$ cat src/shared/pmr_pkg.sv
package pmr_pkg;

    // ----------------------------------------------------------------
    // Register map
    // ----------------------------------------------------------------
    localparam logic [7:0] PORT_PIN_LATCH_ADDR   = 8'h80;
    localparam logic [7:0] PORT_MATCH_MASK_ADDR  = 8'h8b;
    localparam logic [7:0] PORT_OUTPUT_MODE_ADDR = 8'hd9;
    localparam logic [7:0] PORT_INPUT_MODE_ADDR  = 8'hec;
    localparam logic [7:0] PORT_MATCH_VALUE_ADDR = 8'hf4;
    localparam logic [3:0] CONFIG_PAGE           = 4'hf;

    // ----------------------------------------------------------------
    // Reset values
    // ----------------------------------------------------------------
    localparam logic [7:0] PORT_PIN_LATCH_RST   = 8'hff;
    localparam logic [7:0] PORT_MATCH_MASK_RST  = 8'h00;
    localparam logic [7:0] PORT_OUTPUT_MODE_RST = 8'h00;
    localparam logic [7:0] PORT_INPUT_MODE_RST  = 8'hff;
    localparam logic [7:0] PORT_MATCH_VALUE_RST = 8'hff;

    // ----------------------------------------------------------------
    // Register access request from the core
    // ----------------------------------------------------------------
    typedef struct packed {
        logic       wrEn;
        logic       rdEn;
        logic       bitAccess;
        logic [2:0] bitSel;
        logic       bitData;
        logic [3:0] page;
        logic [7:0] addr;
        logic [7:0] wrData;
    } pmr_req_s;

endpackage

$ cat src/logic/pmr_port_regs.sv
`timescale 1ns/1ps
// Operation
// - Each pin level compares against its match bit: 0 expects low, 1 high.
// - Masked-off pins are ignored; mask-set pins take part in the comparison.
// - Latch writes update the output latch for digital-mode pins only.
// - Latch reads return live synchronised pin levels, with analog-mode pins as 0, not stored latch.
// - On digital-mode pins, latch 0 drives low; latch 1 drives high or floats when open-drain.
// - Latch sits at 0x80 on every page, with single-bit access.
// - Input-mode bit 0 selects analog, disabling digital input; 1 digital.
// - Mode and match registers decode only on page 0xF; input mode at 0xEC.
// - Output-mode bit 0 is open-drain, 1 is push-pull.
module pmr_port_regs #(
    parameter int PORT_WIDTH = 8
) (
    input  wire logic                  core_clk,
    input  wire logic                  reset,
    input  wire pmr_pkg::pmr_req_s     regReq,
    output logic      [7:0]            rdData,
    output logic                       rdHit,
    input  wire logic [PORT_WIDTH-1:0] pinIn,
    output logic      [PORT_WIDTH-1:0] pinOut,
    output logic      [PORT_WIDTH-1:0] pinOe_n,
    output logic      [PORT_WIDTH-1:0] analogSel,
    output logic                       portMismatch
);

    // Registers are byte wide, so only an eight-pin port can be served
    if (PORT_WIDTH != 8) begin : g_bad_width
        $error("PORT_WIDTH must be 8 to fit the byte-wide registers");
    end

    // ----------------------------------------------------------------
    // Registers
    // ----------------------------------------------------------------
    logic [7:0] pinLatch_r;
    logic [7:0] matchMask_r;
    logic [7:0] outputMode_r;
    logic [7:0] inputMode_r;
    logic [7:0] matchValue_r;
    logic [7:0] pinLevel;
    logic [7:0] digitalLevel;
    logic       cfgPage;
    logic       hitLatch;
    logic       hitMask;
    logic       hitOutMode;
    logic       hitInMode;
    logic       hitMatch;
    logic [7:0] latchWrVal;
    logic [7:0] latchWrMask;

    // ----------------------------------------------------------------
    // Pin input path
    // ----------------------------------------------------------------
    pmr_pin_sync #(
        .WIDTH (PORT_WIDTH)
    ) u_sync (
        .core_clk (core_clk),
        .reset    (reset),
        .asyncIn  (pinIn),
        .syncOut  (pinLevel)
    );

    // Analog pins read as zero; a mask-set analog pin compares as low
    assign digitalLevel = pinLevel & inputMode_r;
    assign analogSel    = ~inputMode_r;

    // ----------------------------------------------------------------
    // Address decode
    // ----------------------------------------------------------------
    assign cfgPage    = (regReq.page == pmr_pkg::CONFIG_PAGE);
    assign hitLatch   = (regReq.addr == pmr_pkg::PORT_PIN_LATCH_ADDR);
    assign hitMask    = cfgPage && (regReq.addr == pmr_pkg::PORT_MATCH_MASK_ADDR);
    assign hitOutMode = cfgPage && (regReq.addr == pmr_pkg::PORT_OUTPUT_MODE_ADDR);
    assign hitInMode  = cfgPage && (regReq.addr == pmr_pkg::PORT_INPUT_MODE_ADDR);
    assign hitMatch   = cfgPage && (regReq.addr == pmr_pkg::PORT_MATCH_VALUE_ADDR);

    // Bit access touches one latch bit; byte access touches all
    always_comb begin
        latchWrMask = 8'hff;
        latchWrVal  = regReq.wrData;
        if (regReq.bitAccess) begin
            latchWrMask                = 8'h00;
            latchWrMask[regReq.bitSel] = 1'b1;
            latchWrVal                 = {8{regReq.bitData}};
        end
    end

    // ----------------------------------------------------------------
    // Register writes
    // ----------------------------------------------------------------
    always_ff @(posedge core_clk or posedge reset) begin
        if (reset) begin
            pinLatch_r <= pmr_pkg::PORT_PIN_LATCH_RST;
        end else if (regReq.wrEn && hitLatch) begin
            // Analog pins keep their latch value
            pinLatch_r <= (pinLatch_r & ~(latchWrMask & inputMode_r))
                        | (latchWrVal & latchWrMask & inputMode_r);
        end
    end

    always_ff @(posedge core_clk or posedge reset) begin
        if (reset) begin
            matchMask_r  <= pmr_pkg::PORT_MATCH_MASK_RST;
            outputMode_r <= pmr_pkg::PORT_OUTPUT_MODE_RST;
            inputMode_r  <= pmr_pkg::PORT_INPUT_MODE_RST;
            matchValue_r <= pmr_pkg::PORT_MATCH_VALUE_RST;
        end else if (regReq.wrEn && !regReq.bitAccess) begin
            if (hitMask) begin
                matchMask_r <= regReq.wrData;
            end
            if (hitOutMode) begin
                outputMode_r <= regReq.wrData;
            end
            if (hitInMode) begin
                inputMode_r <= regReq.wrData;
            end
            if (hitMatch) begin
                matchValue_r <= regReq.wrData;
            end
        end
    end

    // ----------------------------------------------------------------
    // Register reads
    // ----------------------------------------------------------------
    always_ff @(posedge core_clk or posedge reset) begin
        if (reset) begin
            rdData <= 8'h00;
            rdHit  <= 1'b0;
        end else begin
            rdHit  <= regReq.rdEn
                    && (hitLatch || hitMask || hitOutMode || hitInMode || hitMatch);
            rdData <= 8'h00;
            if (regReq.rdEn) begin
                unique case (1'b1)
                    hitLatch:   rdData <= digitalLevel;
                    hitMask:    rdData <= matchMask_r;
                    hitOutMode: rdData <= outputMode_r;
                    hitInMode:  rdData <= inputMode_r;
                    hitMatch:   rdData <= matchValue_r;
                    default:    rdData <= 8'h00;
                endcase
            end
        end
    end

    // ----------------------------------------------------------------
    // Pin drivers
    // ----------------------------------------------------------------
    // Enable is active low; open-drain high releases the pin
    assign pinOut  = pinLatch_r;
    assign pinOe_n = ~(~pinLatch_r | outputMode_r) | ~inputMode_r;

    // ----------------------------------------------------------------
    // Match comparison
    // ----------------------------------------------------------------
    // Registered so the flag is glitch free
    always_ff @(posedge core_clk or posedge reset) begin
        if (reset) begin
            portMismatch <= 1'b0;
        end else begin
            portMismatch <= |((digitalLevel ^ matchValue_r) & matchMask_r);
        end
    end

endmodule

$ cat src/logic/pmr_pin_sync.sv
`timescale 1ns/1ps
module pmr_pin_sync #(
    parameter int WIDTH = 8
) (
    input  wire logic             core_clk,
    input  wire logic             reset,
    input  wire logic [WIDTH-1:0] asyncIn,
    output logic      [WIDTH-1:0] syncOut
);

    logic [WIDTH-1:0] stage1_r;

    // Stage one feeds only stage two
    always_ff @(posedge core_clk or posedge reset) begin
        if (reset) begin
            stage1_r <= '0;
            syncOut  <= '0;
        end else begin
            stage1_r <= asyncIn;
            syncOut  <= stage1_r;
        end
    end

endmodule

$ cat config.mk
export PLATFORM = sky130hd
export DESIGN_NAME = pmr_port_regs
export DESIGN_NICKNAME = d
export VERILOG_FILES = /design/src/shared/pmr_pkg.sv /design/src/logic/pmr_port_regs.sv /design/src/logic/pmr_pin_sync.sv
export SDC_FILE = /design/constraint.sdc
export NUM_CORES = 1
export LEC_CHECK = 0
export BUFFER_PORTS_ARGS = -buffer_cell sky130_fd_sc_hd__buf_4
export CORE_MARGIN = 2
export CORE_UTILIZATION = 36
export DETAILED_ROUTE_END_ITERATION = 12
export PLACE_DENSITY_LB_ADDON = 0.05
export SYNTH_ARGS = -nofsm -noshare
export SYNTH_HDL_FRONTEND = slang
export SYNTH_SLANG_ARGS = --single-unit
$ cat constraint.sdc
create_clock -name core_clk -period 1.9 [get_ports core_clk]
set_input_delay 0.38 -clock core_clk [delete_from_list [all_inputs] [get_ports core_clk]]
set_output_delay 0.38 -clock core_clk [all_outputs]
set_load 0.02 [all_outputs]
# Yosys cells after proc, flatten, opt, wreduce, memory -nomap -nowiden
# Cells that the tools add are included.
# word_totals
romBits,0
reg_bits,66
out_inout_bits,34
ramBits,0
mem_count,0
elab_cells,56
latch_bits,0
# classes
div_mod_pow,0
n_lt_le_gt_ge,2
n_bitwise,14
reduce_logical,18
muxes,6
multipliers,0
shifts,0
addsub,0
n_eq_ne,6
# op_table
operator,n
$and A8 B8 Y8,6
$eq A8 B8 Y1 const B,5
$pmux W8 S5,1
$not A8 Y8,4
$mux W8,3
$or A8 B8 Y8,3
$logic_and A1 B1 Y1,8
$reduce_and A2 Y1,4
$reduce_or A8 Y1,1
$xor A8 B8 Y8,1
$eq A4 B4 Y1 const B,1
$logic_or A1 B1 Y1,4
$lt A3 B4 Y1 const B,1
$demux W1 S3,1
$ge A3 B1 Y1 const B,1
$logic_not A1 Y1,1
$mux W1,1

# Depth between registers and ports, before layout
# depth
ltp_word,9
ltp_mapped,6

# Hierarchy
# Synthesis repeated with hierarchy kept, for this count alone.
# hier_totals
cells_unflattened,282
area_unflattened_um2,3040.4
# modules_own_cells
module,instances,cells_per_inst,seq_area_each_um2,area_per_inst_um2
pmr_port_regs,1,265,1281.2,2636.3
pmr_pin_sync,1,17,400.4,404.1

# Worst setup path before layout
# Ideal clock, no wire load.
# synth_timing
path_type,input -> register
from,input regReq[10] (netlist name)
to,register matchMask_r[2]
cell_stages,4
n_path_buf,0
setup_slack_ns,-0.144
t_arrival_ns,1.919
required_ns,1.775
setup_ns,0.125
cell_sequence,or4b_4 > nor4_4 > nand2_4 > mux2_4
# synth_via
elab_chain_cells,3
# synth_rtl
element,line_no,source
"start, declared",pmr_port_regs.sv:17,"input wire pmr_pkg::pmr_req_s regReq,"
$eq A8 B8 Y1,pmr_port_regs.sv:72,assign hitMask = cfgPage && (regReq.addr == pmr_pkg::PORT_MATCH_MASK_ADDR);
$logic_and A1 B1 Y1,pmr_port_regs.sv:72,
$reduce_and A2 Y1 (no source line),-,
"end signal, assigned",pmr_port_regs.sv:103,matchMask_r <= pmr_pkg::PORT_MATCH_MASK_RST;
"end signal, assigned",pmr_port_regs.sv:109,matchMask_r <= regReq.wrData;
"end, declared",pmr_port_regs.sv:36,logic [7:0] matchMask_r;
# No other way between the ends.
# A chain may end at the register's enable or synchronous reset.

# Final worst setup path
# layout_timing
from,input regReq[9] (netlist name)
to,register rdData[5]
# layout_via
elab_chain_cells,4
word_cells_on_any_way,11
cone_classes,eq/ne (5); mux (2); reduce/logical (4)
# layout_rtl
element,line_no,source
"$eq A8 B8 Y1, on equally long branches",-,
"$logic_and A1 B1 Y1, on equally long branches",-,
$pmux W8 S5 (*),pmr_port_regs.sv:135,unique case (1'b1)
$mux W8 (*),pmr_port_regs.sv:134,if (regReq.rdEn) begin
"end signal, assigned",pmr_port_regs.sv:136,hitLatch: rdData <= digitalLevel;
"end signal, assigned",pmr_port_regs.sv:137,hitMask: rdData <= matchMask_r;
"end signal, assigned",pmr_port_regs.sv:138,hitOutMode: rdData <= outputMode_r;
"end, declared",pmr_port_regs.sv:18,"output logic [7:0] rdData,"
# Every way passes the cells marked *; elsewhere a longest branch is shown, timed or not.

==> summary.md <==
| Metric | Value |
|---|---|
| Post-synthesis simple-gate area fraction | `between 15 and 20%` |
| Routed len/inst | `approximately 16 µm` |
| Worst path max stage delay | `roughly 570 ps` |
| Cell variety after synth | `40` |
| RSZ-0062 raised after global routing | `false` |
| TritonRoute pass-1 iters | `4` |
| Worst EP arrival | `just under 2000 ps` |
| Setup crit start kind | `input pin` |
| CTS Hold Bufs | `0` |
| #FFs+latches synth | `between 60 and 70` |
| DRT antenna net count | `0` |
| Die height | `roughly 96 µm` |
| Slew Limit Fails | `0` |
| Die Area | `9190 µm²` |
| Largest family of logic cells by synthesized area | `compound AO/OA/AOI/OAI gates` |
| Post-synthesis cell area | `roughly 3000 µm²` |
| H-tree Lvls | `3` |
| Multi-input gate area | `around 1200 µm²` |
| Vias in the first global route | `~2300` |
| Max cap viols | `0` |
| Initial Utilization | `a little under two fifths` |
| Post-synthesis mux area share | `5.44%` |
| VDD IR max | `409 µV` |
| Power Density | `708 nW/µm²` |
| Worst hold path type | `input pin to asynchronous set/reset pin` |
| Cell mode on critical path | `buf_4` |
| Most common cell after layout, fill and taps aside | `buf_4` |
| Post-Synth XOR/XNOR Area | `under 10%` |
| Buffers plus inverters on the worst setup path | `2` |
| Slew headroom | `71.2%` |
| Die width | `95.8 µm` |
| First-iteration detailed-routing DRC count | `a little over 70` |
| Ant. Diodes | `0` |
| Syn avg cell area | `~11 µm²` |
| Reg2reg start | `inputMode_r[0]` |
| Top_reg_cell synth | `dfrtp_1` |
| Ratio of cells with drive above 1 in the final layout | `a little under half` |
| Worst-Margin Slew | `between 400 and 500 ps` |
| Via count | `between 2000 and 2500` |
| Post-Synthesis Cells | `278` |
| Total chip power | `2.94 mW` |
| Final Hold Viols | `0` |
| Fin crit share | `approximately 88%` |
| Root Driver | `clkbuf_8` |
| Gr ovfl total | `0` |
| Area delta synth->final | `36.6%` |
| Commonest cells after routing, fill and taps aside | `buf_4 (92), nand2_1 (42), dfrtp_1 (42)` |
| Req. time, crit path | `around 2200 ps` |
| Clock-pin slew on the worst setup and hold paths | `80 ps` |
| Register area share after synthesis | `55.4%` |
| Core ar. | `8220 µm²` |
| CTS tree | `yes` |
| Crit end category | `register` |
| Tmin final | `~1700 ps` |
| Post-CTS Setup Inserts | `0` |
| Clock Latency Late Sink | `between 300 and 400 ps` |
| Routed WL | `about 8000 µm` |
| Adder-Cell Fraction of Synth Area | `0%` |
| Worst-case clock buffer depth | `2` |
| Leak | `1.88 nW` |
| First-pass GRT wire length | `roughly 12000 µm` |
| Drt drc | `0` |
| Critical-path top delay cell | `or4b_1` |
| Rows | `33` |
| FF-to-FF setup slack | `just under 600 ps` |
| Yosys Warn Count | `0` |
| Gp weighted congestion | `around 0.81` |
| Sink Count | `between 60 and 70` |
| WS Path Type | `input pin to register` |
| Overall routing resource usage | `18.5%` |
| Final-report setup violation count | `0` |
| Boundary Pins | `71` |
| Antenna violations before repair | `0` |
| Hpwl dp | `roughly 5700 µm` |
| Crit path max-delay family | `simple AND/OR/NAND/NOR gates` |
| Fillers | `between 700 and 800` |
| FF/Latch Area | `1680 µm²` |
| Final net count | `~420` |
| Syn_nets | `~320` |
| R2R Path End | `portMismatch` |
| Cts repair resizes | `0` |
| Setup Skew | `around 9.5 ps` |
| Post-synthesis compound-gate area fraction | `between 15 and 20%` |
| Largest net degree at the start of global routing | `between 60 and 70` |
| Clock buffer count from CTS | `9` |
| Status | `complete, no violations` |
| Vias per cell | `between 4 and 5` |
| Crit-path cells | `buf_4 > or4b_1 > nor4_4 > buf_4 > a21oi_1 > o21ai_0 > nor2b_1` |
| Worst r2r path cells | `4` |
| EDFF count, synth | `0` |
| Fmax | `around 600 MHz` |
| Crit path max fanout | `7` |
| Ys async rst share | `100%` |
| Setup TNS | `0 ps` |
| Number of I/O port buffers | `70` |
layout make-up:
class / count / area share [%]
repair buffers: 97 / 19.1
flip-flops and latches: 66 / 40.5
clock inverters: 7 / 2.44
multi-input cells: 181 / 29.6
well taps: 105 / 3.17
inverters: 24 / 2.26
clock buffers: 9 / 2.99
worst register-to-register path, cell delays in order (launching register included):
cell and delay [ps]:
dfstp_2 590, nand2_1 80, xnor2_1 130, a22oi_1 210
nand4_1 160
power breakdown:
part           switching, mW  internal [mW]  leakage, nW
clock network          0.581          0.749        0.106
logic                 0.0960         0.0761        0.974
registers             0.0101           1.43        0.797
cell families (layout without fill, tap and decap cells):
kind of cell	count (synthesis)	in the layout
compound gates	78	78
xor+xnor	8	8
flops	66	66
buf+inv	31	137
simple gates	81	81
mux	14	14
state kept, by name, indices dropped and copies added (netlist names):
signal,count
inputMode_r,8
matchMask_r,8
matchValue_r,8
outputMode_r,8
pinOut,8
rdData,8
u_sync.stage1_r,8
u_sync.syncOut,8
portMismatch,1
rdHit,1
how the worst max path moves through the flow:
stage                 to        from  cells after the start  slack [ps]
2_1_floorplan  pinOut[0]  regReq[10]                      6         -10
3_3_place_gp   rdData[0]   regReq[9]                      8        -150
3_5_place_dp   rdData[5]   regReq[9]                      7        -140
4_1_cts        rdData[5]   regReq[9]                      7         220
5_1_grt        rdData[5]   regReq[9]                      7          70
6_report       rdData[5]   regReq[9]                      7         230
synthesized netlist by cell type, types with 7 or more instances:
cell type   n  area share [%]
a21oi_1     8             1.3
dfrtp_1    42              35
dfstp_2    24              21
inv_1      24             3.0
mux2_2     12             4.4
nand2_1    43             5.3
nor2_1      7            0.87
o21ai_0    36             5.9
o21ai_2     7             2.0
xnor2_1     8             2.3
layer usage:
metal / global-route usage [%] / routed length, µm
met1: 25.0 / 3530
met5: 0 / 0
met3: 4.39 / 425
met2: 29.2 / 3750
met4: 6.19 / 121
stage by stage:
stage,instance area (µm²),cells,setup WS [ps],util [%],hold WS [ps]
after floorplan,3060,278,-12.1,-,331
after global routing,4150,489,71.0,50.5,112
after CTS,4150,489,222,50.5,122
after detailed placement,3920,473,-136,47.8,335
after global placement,3920,473,-152,47.8,332
final,4150,489,226,50.5,96.2
(Power assumes the default switching activity.)
